### config.mk
export PLATFORM = sky130hd
export DESIGN_NAME = adc_result_coding_and_control
export DESIGN_NICKNAME = d
export VERILOG_FILES = /design/src/adc_ctrl_pkg.sv /design/src/serial_sync_if.sv /design/src/adc_result_coding_and_control.sv /design/src/serial_front_end.sv
export SDC_FILE = /design/constraint.sdc
export NUM_CORES = 1
export LEC_CHECK = 0
export ABC_CLOCK_PERIOD_IN_PS = 3500
export BUFFER_PORTS_ARGS = -buffer_cell sky130_fd_sc_hd__buf_2
export CORE_MARGIN = 1.5
export CORE_UTILIZATION = 35
export DETAILED_ROUTE_END_ITERATION = 10
export SLEW_MARGIN = 20
export SYNTH_ARGS = -nofsm -noshare
export SYNTH_HDL_FRONTEND = slang
export SYNTH_SLANG_ARGS = --single-unit
### constraint.sdc
create_clock -name ref_clk_i -period 3.5 [get_ports ref_clk_i]
set_clock_uncertainty 0.2 [all_clocks]
set_input_delay 0.7 -clock ref_clk_i [delete_from_list [all_inputs] [get_ports ref_clk_i]]
set_output_delay 0.7 -clock ref_clk_i [all_outputs]
set_load 0.02 [all_outputs]
### src/adc_ctrl_pkg.sv
/*
  constants shared by the converter control block: coding, input source codes,
  reset defaults and timing.
  assumes a single 250 MHz clock.
*/
package adc_ctrl_pkg;

  // ----------------------------------------------------------------
  // coding
  // ----------------------------------------------------------------
  localparam int unsigned RESULT_WIDTH_LOW  = 16;
  localparam int unsigned RESULT_WIDTH_HIGH = 24;
  localparam int unsigned GAIN_FACTOR       = 128;
  localparam int unsigned GAIN_SHIFT        = 7;

  // ----------------------------------------------------------------
  // input source field
  // ----------------------------------------------------------------
  localparam logic [2:0] SRC_SUPPLY_MON  = 3'h7;
  localparam logic [2:0] SRC_TEMP_SENSOR = 3'h6;

  // ----------------------------------------------------------------
  // configuration defaults after any reset
  // ----------------------------------------------------------------
  localparam logic       POLARITY_UNIPOLAR_RST = 1'h0;
  localparam logic       TEST_ENABLE_RST       = 1'h0;
  localparam logic [2:0] SOURCE_SELECT_RST     = 3'h0;

  // ----------------------------------------------------------------
  // serial reset and timing
  // ----------------------------------------------------------------
  localparam int unsigned ONES_RESET_COUNT = 32;
  localparam int unsigned ONES_CNT_WIDTH   = 6;
  localparam int unsigned CLK_FREQ_MHZ     = 250;
  localparam int unsigned RESET_WAIT_US    = 500;
  localparam int unsigned RESET_WAIT_CYCLES = RESET_WAIT_US * CLK_FREQ_MHZ;

endpackage : adc_ctrl_pkg

### src/serial_sync_if.sv
/*
  carrier between the serial pin front end and the control logic.
  assumes both ends run on ref_clk_i.
*/
`timescale 1ns/100ps
interface serial_sync_if;
  logic sclk_rise;
  logic din_level;
  logic cs_n_level;
  logic ones_reset;

  modport front
  (
    output sclk_rise,
    output din_level,
    output cs_n_level,
    output ones_reset
  );
  modport ctl
  (
    input  sclk_rise,
    input  din_level,
    input  cs_n_level,
    input  ones_reset
  );
endinterface : serial_sync_if

### src/adc_result_coding_and_control.sv
/*
  control and result coding for a single-channel converter: output coding,
  input source routing, open-sensor test currents and full reset.
  assumes the modulator delivers a signed input sample scaled to 2^N per
  reference, and that configuration words arrive already decoded.
*/
`timescale 1ns/100ps
module adc_result_coding_and_control
  import adc_ctrl_pkg::*;
#(
  parameter int unsigned N           = RESULT_WIDTH_HIGH,
  parameter int unsigned WAIT_CYCLES = RESET_WAIT_CYCLES
)
(
  // clock and reset
  input  wire logic                ref_clk_i,
  input  wire logic                rst_n_i,
  // serial pins
  input  wire logic                sclk_i,
  input  wire logic                din_i,
  input  wire logic                cs_n_i,
  // decoded configuration write
  input  wire logic                cfg_wr_i,
  input  wire logic                polarity_unipolar_i,
  input  wire logic                open_sensor_test_enable_i,
  input  wire logic [2:0]          input_source_select_i,
  // modulator sample
  input  wire logic                sample_valid_i,
  input  wire logic signed [N:0]   sample_i,
  input  wire logic                ref_absent_i,
  // coded result
  output logic                     result_valid_o,
  output logic [N-1:0]             result_o,
  // analog controls
  output logic                     test_current_source_o,
  output logic                     test_current_sink_o,
  output logic                     supply_atten_en_o,
  output logic                     temp_sensor_en_o,
  output logic                     internal_ref_sel_o,
  output logic                     polarity_unipolar_o,
  // reset status
  output logic                     core_reset_o,
  output logic                     access_ready_o,
  output logic                     wait_comm_o
);

  localparam int unsigned W  = N + GAIN_SHIFT + 3;
  localparam int unsigned CW = $clog2(WAIT_CYCLES + 1);
  localparam logic signed [W-1:0] CODE_MAX  = W'((64'(1) << N) - 1);
  localparam logic signed [W-1:0] CODE_SPAN = W'(64'(1) << N);
  typedef enum logic [1:0] {ST_HOLDOFF, ST_WAIT_COMM, ST_ACTIVE} iface_state_t;

  // ----------------------------------------------------------------
  // front end and full reset
  // ----------------------------------------------------------------
  serial_sync_if sync_bus ();
  logic full_rst_n;

  assign full_rst_n = rst_n_i & ~sync_bus.ones_reset;

  serial_front_end u_front
  (
    .ref_clk_i    (ref_clk_i),
    .full_rst_n_i (rst_n_i),
    .sclk_pin_i   (sclk_i),
    .din_pin_i    (din_i),
    .cs_n_pin_i   (cs_n_i),
    .sync_o       (sync_bus.front)
  );

  // ----------------------------------------------------------------
  // coding
  // ----------------------------------------------------------------
  // clamp to the n-bit code range; signed bounds keep every compare signed
  function automatic logic [N-1:0] sat_code(input logic signed [W-1:0] v);
    return (v < 0) ? '0 : ((v > CODE_MAX) ? '1 : v[N-1:0]);
  endfunction : sat_code

  logic signed [W-1:0] scaled;
  logic [N-1:0]        code_nxt, result_r;
  logic                valid_nxt, valid_r;
  logic                polarity_r, polarity_nxt;
  logic                test_en_r, test_en_nxt;
  logic [2:0]          source_r, source_nxt;
  logic                atten_r, atten_nxt, temp_r, temp_nxt, iref_r, iref_nxt;
  iface_state_t        state_r, state_nxt;
  logic [CW-1:0]       wait_cnt_r, wait_cnt_nxt;
  logic                core_rst_r, core_rst_nxt, ready_r, wcomm_r;

  always_comb
  begin
    scaled = W'(sample_i) <<< GAIN_SHIFT;
    if (ref_absent_i)
    begin
      code_nxt = '1;
    end
    else if (polarity_r)
    begin
      code_nxt = sat_code(scaled);
    end
    else
    begin
      code_nxt = sat_code((scaled + CODE_SPAN) >>> 1);
    end
    valid_nxt = sample_valid_i & full_rst_n;
  end

  always_ff @(posedge ref_clk_i)
  begin
    if (!full_rst_n)
    begin
      result_r <= '0;
      valid_r  <= 1'b0;
    end
    else
    begin
      valid_r <= valid_nxt;
      if (sample_valid_i)
      begin
        result_r <= code_nxt;
      end
    end
  end

  // ----------------------------------------------------------------
  // configuration
  // ----------------------------------------------------------------
  always_comb
  begin
    polarity_nxt = polarity_r;
    test_en_nxt  = test_en_r;
    source_nxt   = source_r;
    if (cfg_wr_i && state_r != ST_HOLDOFF)
    begin
      polarity_nxt = polarity_unipolar_i;
      test_en_nxt  = open_sensor_test_enable_i;
      source_nxt   = input_source_select_i;
    end
    atten_nxt = (source_nxt == SRC_SUPPLY_MON);
    temp_nxt  = (source_nxt == SRC_TEMP_SENSOR);
    iref_nxt  = atten_nxt | temp_nxt;
  end

  always_ff @(posedge ref_clk_i)
  begin
    if (!full_rst_n)
    begin
      polarity_r <= POLARITY_UNIPOLAR_RST;
      test_en_r  <= TEST_ENABLE_RST;
      source_r   <= SOURCE_SELECT_RST;
      atten_r    <= 1'b0;
      temp_r     <= 1'b0;
      iref_r     <= 1'b0;
    end
    else
    begin
      polarity_r <= polarity_nxt;
      test_en_r  <= test_en_nxt;
      source_r   <= source_nxt;
      atten_r    <= atten_nxt;
      temp_r     <= temp_nxt;
      iref_r     <= iref_nxt;
    end
  end

  // ----------------------------------------------------------------
  // reset holdoff and interface state
  // ----------------------------------------------------------------
  // config writes during the holdoff are dropped; the host must not send them
  always_comb
  begin
    state_nxt    = state_r;
    wait_cnt_nxt = wait_cnt_r;
    core_rst_nxt = 1'b0;
    case (state_r)
      ST_HOLDOFF:
      begin
        if (wait_cnt_r == CW'(WAIT_CYCLES - 1))
        begin
          state_nxt = ST_WAIT_COMM;
        end
        else
        begin
          wait_cnt_nxt = wait_cnt_r + CW'(1);
        end
      end
      ST_WAIT_COMM:
      begin
        if (sync_bus.sclk_rise && !sync_bus.cs_n_level)
        begin
          state_nxt = ST_ACTIVE;
        end
      end
      ST_ACTIVE:
      begin
        if (sync_bus.cs_n_level)
        begin
          state_nxt = ST_WAIT_COMM;
        end
      end
      default:
      begin
        state_nxt = ST_HOLDOFF;
      end
    endcase
  end

  always_ff @(posedge ref_clk_i)
  begin
    if (!full_rst_n)
    begin
      state_r    <= ST_HOLDOFF;
      wait_cnt_r <= '0;
      core_rst_r <= 1'b1;
      ready_r    <= 1'b0;
      wcomm_r    <= 1'b0;
    end
    else
    begin
      state_r    <= state_nxt;
      wait_cnt_r <= wait_cnt_nxt;
      core_rst_r <= core_rst_nxt;
      ready_r    <= (state_nxt != ST_HOLDOFF);
      wcomm_r    <= (state_nxt == ST_WAIT_COMM);
    end
  end

  // ----------------------------------------------------------------
  // outputs
  // ----------------------------------------------------------------
  assign result_valid_o        = valid_r;
  assign result_o              = result_r;
  assign test_current_source_o = test_en_r;
  assign test_current_sink_o   = test_en_r;
  assign supply_atten_en_o     = atten_r;
  assign temp_sensor_en_o      = temp_r;
  assign internal_ref_sel_o    = iref_r;
  assign polarity_unipolar_o   = polarity_r;
  assign core_reset_o          = core_rst_r;
  assign access_ready_o        = ready_r;
  assign wait_comm_o           = wcomm_r;
endmodule : adc_result_coding_and_control

### src/serial_front_end.sv
/*
  synchronises the serial pins and spots a run of consecutive ones on din.
  assumes pins are asynchronous to ref_clk_i and sclk is far slower than it.
*/
`timescale 1ns/100ps
module serial_front_end
  import adc_ctrl_pkg::*;
(
  // clock and reset
  input  wire logic          ref_clk_i,
  input  wire logic          full_rst_n_i,
  // pins
  input  wire logic          sclk_pin_i,
  input  wire logic          din_pin_i,
  input  wire logic          cs_n_pin_i,
  // to control logic
  serial_sync_if.front       sync_o
);

  // ----------------------------------------------------------------
  // three-stage synchronisers, change taken when stages two and three agree
  // ----------------------------------------------------------------
  logic [2:0] s1_r, s2_r, s3_r, stable_r;
  logic [2:0] stable_nxt;
  logic [ONES_CNT_WIDTH-1:0] ones_cnt_r, ones_cnt_nxt;
  logic       ones_reset_r, ones_reset_nxt;
  logic       rise_r, rise_nxt;

  always_comb
  begin
    stable_nxt = stable_r;
    for (int i = 0; i < 3; i++)
    begin
      if (s2_r[i] == s3_r[i])
      begin
        stable_nxt[i] = s3_r[i];
      end
    end
    rise_nxt       = stable_nxt[0] & ~stable_r[0];
    ones_cnt_nxt   = ones_cnt_r;
    ones_reset_nxt = 1'b0;
    // a zero or a deselect breaks the run
    if (stable_r[2] || !stable_r[1])
    begin
      ones_cnt_nxt = '0;
    end
    else if (rise_r)
    begin
      if (ones_cnt_r == ONES_CNT_WIDTH'(ONES_RESET_COUNT - 1))
      begin
        ones_cnt_nxt   = '0;
        ones_reset_nxt = 1'b1;
      end
      else
      begin
        ones_cnt_nxt = ones_cnt_r + ONES_CNT_WIDTH'(1);
      end
    end
  end

  always_ff @(posedge ref_clk_i)
  begin
    s1_r <= {cs_n_pin_i, din_pin_i, sclk_pin_i};
    s2_r <= s1_r;
    s3_r <= s2_r;
    if (!full_rst_n_i)
    begin
      stable_r     <= 3'h5; // sclk idles high: no false rise after reset
      rise_r       <= 1'b0;
      ones_cnt_r   <= '0;
      ones_reset_r <= 1'b0;
    end
    else
    begin
      stable_r     <= stable_nxt;
      rise_r       <= rise_nxt;
      ones_cnt_r   <= ones_cnt_nxt;
      ones_reset_r <= ones_reset_nxt;
    end
  end

  assign sync_o.sclk_rise  = rise_r;
  assign sync_o.din_level  = stable_r[1];
  assign sync_o.cs_n_level = stable_r[2];
  assign sync_o.ones_reset = ones_reset_r;
endmodule : serial_front_end

==> results of run 1 <==
## cells in the mapped netlist (6+ instances only)
cell type / n
sky130_fd_sc_hd__a21oi_1: 9
sky130_fd_sc_hd__a31oi_1: 19
sky130_fd_sc_hd__buf_4: 6
sky130_fd_sc_hd__clkbuf_1: 11
sky130_fd_sc_hd__dfxtp_1: 70
sky130_fd_sc_hd__ha_1: 6
sky130_fd_sc_hd__inv_1: 6
sky130_fd_sc_hd__mux2i_1: 6
sky130_fd_sc_hd__nand2_1: 15
sky130_fd_sc_hd__nand3_1: 9
sky130_fd_sc_hd__nand4_1: 8
sky130_fd_sc_hd__nor2_1: 31
sky130_fd_sc_hd__o21ai_0: 59
sky130_fd_sc_hd__xor2_1: 12
## cell families (layout without fill, tap and decap cells)
family / count (synthesis) / count (layout) / share of synthesized area [%]
xor gates and xnor gates: 17 / 17 / 5.176
AOI/OAI and AO/OA: 98 / 98 / 18.79
muxes: 7 / 7 / 2.479
buffers and inverters: 27 / 96 / 4.610
DFF: 70 / 70 / 48.72
and+or+nand+nor: 96 / 96 / 17.62
adders and majority gates: 6 / 6 / 2.610
## worst min-delay path by stage
stage	cells past startpoint	slack, ps	to	from
2_1_floorplan	0	110	u_front.s2_r[0]$_DFF_P_	u_front.s1_r[0]$_DFF_P_
3_3_place_gp	0	110	u_front.s2_r[0]$_DFF_P_	u_front.s1_r[0]$_DFF_P_
3_5_place_dp	0	120	u_front.s2_r[0]$_DFF_P_	u_front.s1_r[0]$_DFF_P_
4_1_cts	0	130	u_front.s2_r[0]$_DFF_P_	u_front.s1_r[0]$_DFF_P_
5_1_grt	0	140	u_front.s2_r[0]$_DFF_P_	u_front.s1_r[0]$_DFF_P_
6_report	0	130	u_front.s2_r[0]$_DFF_P_	u_front.s1_r[0]$_DFF_P_
## metrics by stage
step | hold slack (ps) | area, um^2 | utilization (%) | power, mW | worst slack [ps]
2_1_floorplan | 109.6 | 2877 | - | 0.9488 | 886.8
3_3_place_gp | 112.7 | 3268 | 41.65 | 1.005 | 717.2
3_5_place_dp | 116.8 | 3268 | 41.65 | 1.008 | 698.8
5_1_grt | 135.4 | 3455 | 44.02 | 1.667 | 900.3
4_1_cts | 134.4 | 3455 | 44.02 | 1.618 | 1067
6_report | 131.1 | 3455 | 44.02 | 1.601 | 1026
## flip-flops by register name (all words and copies together), names as in the netlist, 2 cells and up
signal and count:
u_front.ones_cnt_r 6, source_r 3, u_front.s3_r 3, result_o 19, u_front.s2_r 3, state_r 2, wait_cnt_r 17, u_front.stable_r 3
u_front.s1_r 3
## metal layers
layer	part of all wire (%)	up-vias	GRT usage (%)
met2	43	68	23.37
li1	-	1276	-
met1	47	1171	19.20
met5	0	-	0
met4	1.5	0	5.970
met3	7.7	10	6.634
## power groups by stage
stage,Clock [mW],Combinational (mW),Sequential (mW)
after global placement,0,0.144,0.861
after global routing,0.658,0.162,0.847
after detailed placement,0,0.147,0.861
after CTS,0.628,0.147,0.843
after floorplan,0,0.0672,0.882
final,0.612,0.146,0.844
## placed cells by master (no fill, tap or decap), types with 8 or more instances in the layout
| cell type | Yosys | layout |
|---|---|---|
| sky130_fd_sc_hd__buf_2 | 1 | 71 |
| sky130_fd_sc_hd__dfxtp_1 | 70 | 70 |
| sky130_fd_sc_hd__o21ai_0 | 59 | 59 |
| sky130_fd_sc_hd__nor2_1 | 31 | 31 |
| sky130_fd_sc_hd__a31oi_1 | 19 | 19 |
| sky130_fd_sc_hd__nand2_1 | 15 | 15 |
| sky130_fd_sc_hd__xor2_1 | 12 | 12 |
| sky130_fd_sc_hd__clkbuf_8 | 0 | 12 |
| sky130_fd_sc_hd__nand3_1 | 9 | 9 |
| sky130_fd_sc_hd__a21oi_1 | 9 | 9 |
| sky130_fd_sc_hd__nand4_1 | 8 | 8 |
## cell type report
class                           instances  area, um^2
Timing Repair Buffer                   73       370.4
Fill cell                             798        4393
Tap cell                              102       127.6
Multi-Input combinational cell        224        1343
Inverter                                7       26.28
Sequential cell                        70        1401
Clock inverter                          3       17.52
Clock buffer                           13       168.9
## worst max-delay path, delay by kind of cell
| family | cells | cell delay, ps |
|---|---|---|
| AOI/OAI and AO/OA | 4 | 740 |
| adders and majority gates | 1 | 280 |
| buffers and inverters | 2 | 340 |
| and+or+nand+nor | 1 | 470 |
==> results.txt, run 1 <==
----------------------------------------------------
[Hold path]
  Class of the tightest hold or removal check ... flop to flop

[Yosys]
  Distinct cell type count after synthesis ... 45
  Area of the mapped netlist ... 2877 um^2
  Ys async rst share ... 0%
  Synthesized net count ... 365
  Cell type contributing the most total cell area after synthesis ... sky130_fd_sc_hd__dfxtp_1
  Avg Inst Size Synth ... 8.961 um^2
  Post-synthesis sequential area ratio ... 48.72%
  Synthesis-stage register bit count ... 70
  Count of yosys warnings during synthesis ... 0
  Post-synth EDFFs ... 0
  Flip-flop cell with the highest count after synthesis ... sky130_fd_sc_hd__dfxtp_1
  Main area contributors after synthesis ... sky130_fd_sc_hd__dfxtp_1 (49%), sky130_fd_sc_hd__o21ai_0 (10%), sky130_fd_sc_hd__a31oi_1 (4.1%)
  Post-synthesis instance total ... 321
  Area share of the leading cell type in the synthesized netlist ... 48.72%

[Power and ir drop]
  Portion of total power attributed to combinational logic ... 9.1%
  Power per Cell Area ... 463.6 nW/um^2
  Clock network fraction of total power ... 38.2%
  Net load switching power ... 409.5 uW
  Sequential Power Share ... 52.7%
  Reported leakage power ... 1.446 nW
  Switching part of the total power ... 25.57%
  VDD IR max ... 0.1588 mV
  Internal Power ... 1.192 mW

[Global routing]
  Global route total overflow ... 0
  GRT Resource Usage Total ... 15.39%
  First-pass GRT wire length ... 10.50 mm
  Number of antenna violations at the first check in global routing ... 0
  Vias in the first global route ... 2,287
  Largest net degree at the start of global routing ... 27

[Finish]
  Antenna cells ... 0
  Fraction of final layout cells sized beyond drive strength 1 ... 24.87%
  Final cell count without fillers ... 492
  Area added between synthesis and finish ... 20.10%
  Post-layout nets ... 429

[Placed design]
  Routability cong. ... 0.8433
  Quantity of I/O buffers inserted on ports ... 71
  DP Wirelength ... 4.412 mm
  Number of placed instances, taps included ... 476

[Clocking]
  CTS tree ... built
  Clock slew at reported path FFs ... 70 ps
  Root Driver ... sky130_fd_sc_hd__clkbuf_8
  Clock Tree Buf Depth ... 2
  Hold bufs inserted after CTS ... 0
  Number of setup buffers added after CTS ... 0
  CTS-repair resized insts ... 0
  Clock network latency to the later pin of the worst-skew pair ... 350 ps
  Number of clock buffers inserted by TritonCTS ... 9
  Num Clock Sinks ... 70
  CTS H-Tree Depth ... 3

[Floorplan]
  Full die area ... 8771 um^2
  Initial standard-cell utilization of the core ... 36.65%
  Boundary Pins ... 72
  Die boundary height ... 93.66 um
  Overall die width ... 93.66 um
  Placement row count ... 32
  Core region area ... 7848 um^2

[Critical path]
  Setup CP Type ... input port to flop
  Required time at the endpoint of the critical path ... 3570 ps
  Cell-by-cell trace of the critical path ... buf_2 -> nor4_1 -> a21oi_1 -> a211o_1 -> ha_1 -> inv_2 -> o21ai_0 -> a31oi_1
  Max stage delay cell, worst path ... sky130_fd_sc_hd__nor4_1
  Source of the critical timing path ... sample_i[23]
  Critical-path maximum fanout ... 18
  Worst Setup End Kind ... flop
  Nature of the critical path startpoint ... input port
  Worst r2r src ... polarity_unipolar_o$_SDFFE_PN0P_
  Register-to-Register Path Depth ... 3
  Last element of the critical path ... result_o[19]$_SDFFE_PN0P_
  Worst setup slack for register-to-register paths ... 1550 ps
  Arrival @ worst endpoint ... 2550 ps
  Worst R2R End ... result_o[17]$_SDFFE_PN0P_
  Peak per-stage delay on the critical path ... 470 ps

[STA]
  Slew HR ... 32.21%
  Final worst path period need ... 2474 ps
  Final worst path period share ... 70.68%
  Maximum operating frequency ... 0.4043 GHz
  Post-route setup TNS ... 0 ps
  Slew at the pin closest to its max-slew limit ... 1015 ps
  Count of final setup violators ... 0
  Count of final hold-check violations ... 0
  RSZ-0062 raised after global routing ... no
  Slew Limit Fails ... 0

[Routing]
  Drt initial violations ... 115
  DR vias ... 2,525
  Remaining antenna violation count after routing ... 0
  First-pass iteration count of the detailed router ... 4
  DRC viols ... 0
  Via density ... 5.132
  Total wirelength of the detailed-routed design ... 6.466 mm
  Average detailed-routed wire length per instance ... 13.14 um

[Flow run]
  MaxCap Viol Count ... 0

[Status]
  Result of the run ... completed

----------------------------------------------------
Power figures use the tool's default switching activity.
==> run 2: changes to the inputs <==
ABC_AREA = 1   (was not set)
ABC_CLOCK_PERIOD_IN_PS = 2100   (was 3500)
clock period = 2.1 ns   (was 3.5 ns; I/O delays follow)
==> results.txt, run 2 <==
----------------------------------------------------
[Routing]
  Drt initial violations ... 181
  First-pass iteration count of the detailed router ... 6
  DRC viols ... 0
  DR vias ... 3,342
  Remaining antenna violation count after routing ... 0
  Total wirelength of the detailed-routed design ... 8.254 mm
  Average detailed-routed wire length per instance ... 11.77 um
  Via density ... 4.767

[Clocking]
  CTS tree ... built
  Clock Tree Buf Depth ... 2
  Root Driver ... sky130_fd_sc_hd__clkbuf_8
  Clock network latency to the later pin of the worst-skew pair ... 350 ps
  Number of setup buffers added after CTS ... 0
  Clock slew at reported path FFs ... 90 ps
  Number of clock buffers inserted by TritonCTS ... 9
  Num Clock Sinks ... 70
  CTS H-Tree Depth ... 3

[Floorplan]
  Full die area ... 10,330 um^2
  Placement row count ... 35
  Core region area ... 9328 um^2
  Boundary Pins ... 72
  Initial standard-cell utilization of the core ... 36.50%
  Die boundary height ... 101.6 um
  Overall die width ... 101.6 um

[Finish]
  Fill cell total of the finished layout ... 954
  Finished Cell Area ... 4195 um^2
  Number of flip-flops under the largest register name ... 19
  Final cell count without fillers ... 701
  Commonest cells after routing, fill and taps aside ... sky130_fd_sc_hd__nand2_1 (88), sky130_fd_sc_hd__nor2_1 (80), sky130_fd_sc_hd__buf_2 (71)
  Fraction of final layout cells sized beyond drive strength 1 ... 23.60%
  Post-layout nets ... 611
  Sequential standard cell area ... 1401 um^2
  Commonest non-fill, non-tap cell in the layout ... sky130_fd_sc_hd__nand2_1
  Total area of multi-input combinational cells ... 1700 um^2
  Area added between synthesis and finish ... 23.23%
  Antenna cells ... 0

[Global routing]
  GRT Resource Usage Total ... 16.71%
  First-pass GRT wire length ... 13.70 mm
  Global route total overflow ... 0
  Vias in the first global route ... 3,009
  Number of antenna violations at the first check in global routing ... 0
  Largest net degree at the start of global routing ... 19

[Critical path]
  Max stage delay cell, worst path ... sky130_fd_sc_hd__dfxtp_1
  Nature of the critical path startpoint ... flop
  Worst Setup End Kind ... flop
  Setup CP Type ... flop to flop
  Arrival @ worst endpoint ... 1950 ps
  Required time at the endpoint of the critical path ... 2140 ps
  Worst setup slack for register-to-register paths ... 190 ps
  Peak per-stage delay on the critical path ... 390 ps
  Cell-by-cell trace of the critical path ... ha_2 -> nand2_1 -> inv_1 -> nand2_2 -> nor2_2 -> nand2_4 -> nand2_4 -> inv_1 -> nor2_1 -> nor2_1
  Critical-path maximum fanout ... 17

[Yosys]
  Ys async rst share ... 0%
  Count of yosys warnings during synthesis ... 0
  Distinct cell type count after synthesis ... 35
  Synthesized net count ... 535
  Avg Inst Size Synth ... 6.934 um^2
  Flip-flop cell with the highest count after synthesis ... sky130_fd_sc_hd__dfxtp_1
  Post-synthesis instance total ... 491
  Post-synthesis sequential area ratio ... 41.16%
  Post-synth EDFFs ... 0
  Main area contributors after synthesis ... sky130_fd_sc_hd__dfxtp_1 (41%), sky130_fd_sc_hd__a21oi_1 (9.8%), sky130_fd_sc_hd__nand2_1 (9.8%)
  Area share of the leading cell type in the synthesized netlist ... 41.16%
  Most numerous cell in the Yosys netlist ... sky130_fd_sc_hd__nand2_1
  Most used standard cells in the synthesized netlist ... sky130_fd_sc_hd__nand2_1 (89), sky130_fd_sc_hd__nor2_1 (80), sky130_fd_sc_hd__dfxtp_1 (70), sky130_fd_sc_hd__a21oi_1 (67), sky130_fd_sc_hd__inv_1 (51)
  Area of the mapped netlist ... 3405 um^2
  Synthesis-stage register bit count ... 70
  Cell type contributing the most total cell area after synthesis ... sky130_fd_sc_hd__dfxtp_1

[STA]
  Tightest hold margin ... 75.38 ps
  Maximum operating frequency ... 0.5243 GHz
  Final worst path period share ... 90.83%
  RSZ-0062 raised after global routing ... no
  Count of final hold-check violations ... 0
  Slew HR ... 61.97%
  Count of final setup violators ... 0
  Final worst path period need ... 1907 ps
  Slew Limit Fails ... 0
  Slew at the pin closest to its max-slew limit ... 569.1 ps
  Post-route setup TNS ... 0 ps

[Placed design]
  Routability cong. ... 0.8956
  Number of placed instances, taps included ... 682
  Placed Instance Area ... 3975 um^2
  Quantity of I/O buffers inserted on ports ... 71
  DP Wirelength ... 6.056 mm

[Power and ir drop]
  Reported leakage power ... 1.918 nW
  Power per Cell Area ... 665.1 nW/um^2
  VDD IR max ... 0.4088 mV

[Status]
  Result of the run ... completed

[Hold path]
  Class of the tightest hold or removal check ... input port to flop

[Flow run]
  MaxCap Viol Count ... 0

----------------------------------------------------
run 2: path summary, 6_finish.rpt:
path | start | end | cells past startpoint
max | wait_cnt_r[1]$_SDFFE_PN0P_ | wait_cnt_r[0]$_SDFFE_PN0P_ | 10
max reg2reg | wait_cnt_r[1]$_SDFFE_PN0P_ | wait_cnt_r[0]$_SDFFE_PN0P_ | 10
min | rst_n_i | u_front.stable_r[0]$_SDFF_PN1_ | 2
min reg2reg | u_front.s1_r[0]$_DFF_P_ | u_front.s2_r[0]$_DFF_P_ | 0
run 2: power breakdown:
group | leakage, nW | internal [mW] | total, mW | switching, mW
sequential | 0.575 | 1.38 | 1.41 | 0.0320
clock | 0.0907 | 0.457 | 1.05 | 0.592
combinational | 1.25 | 0.139 | 0.333 | 0.195
run 2: stage by stage:
stage | setup slack [ps] | total power, mW | utilization [%]
after detailed placement | -89.28 | 1.768 | 42.62
final | 192.6 | 2.790 | 44.98
after floorplan | 7.122 | 1.646 | -
after global routing | 3.299 | 2.920 | 44.98
after global placement | -43.85 | 1.761 | 42.62
after CTS | 162.7 | 2.823 | 44.95
run 2: kinds of logic after synthesis:
| logic type | synth area share [%] |
|---|---|
| buffers and inverters | 10.51 |
| and+or+nand+nor | 29.07 |
| DFF | 41.16 |
| muxes | 0.6248 |
| adders and majority gates | 2.205 |
| AOI/OAI and AO/OA | 15.14 |
| xor gates and xnor gates | 1.286 |
run 2: what timing repair did:
| action | CTS | global route |
|---|---|---|
| endpoints found under the setup margin | 0 | 5 |
| resized for setup | 0 | 1 |
| endpoints found under the hold margin | 3 | 0 |
| hold buffers | 3 | 0 |
run 2: per-layer routing:
layer  global-route usage (%)  part of all wire, %  vias up
met5                        0                    0        -
met4                    6.517                  2.0        0
met3                    3.796                  5.0       15
met2                    26.72                   45       97
met1                    21.87                   48     1491
li1                         -                    -     1739
run 2: final cells by class:
cell class,instances,area share [%]
Multi-Input combinational cell,340,40.53
Sequential cell,70,33.40
Timing Repair Buffer,91,12.82
Inverter,55,4.921
Tap cell,129,3.847
Clock buffer,9,2.953
Clock inverter,7,1.521
run 2: critical path: cells and delay by family, from the launching register on:
kind	cells	cell delay (ps)
and+or+nand+nor	7	760
DFF	1	390
adders and majority gates	1	230
buffers and inverters	2	200
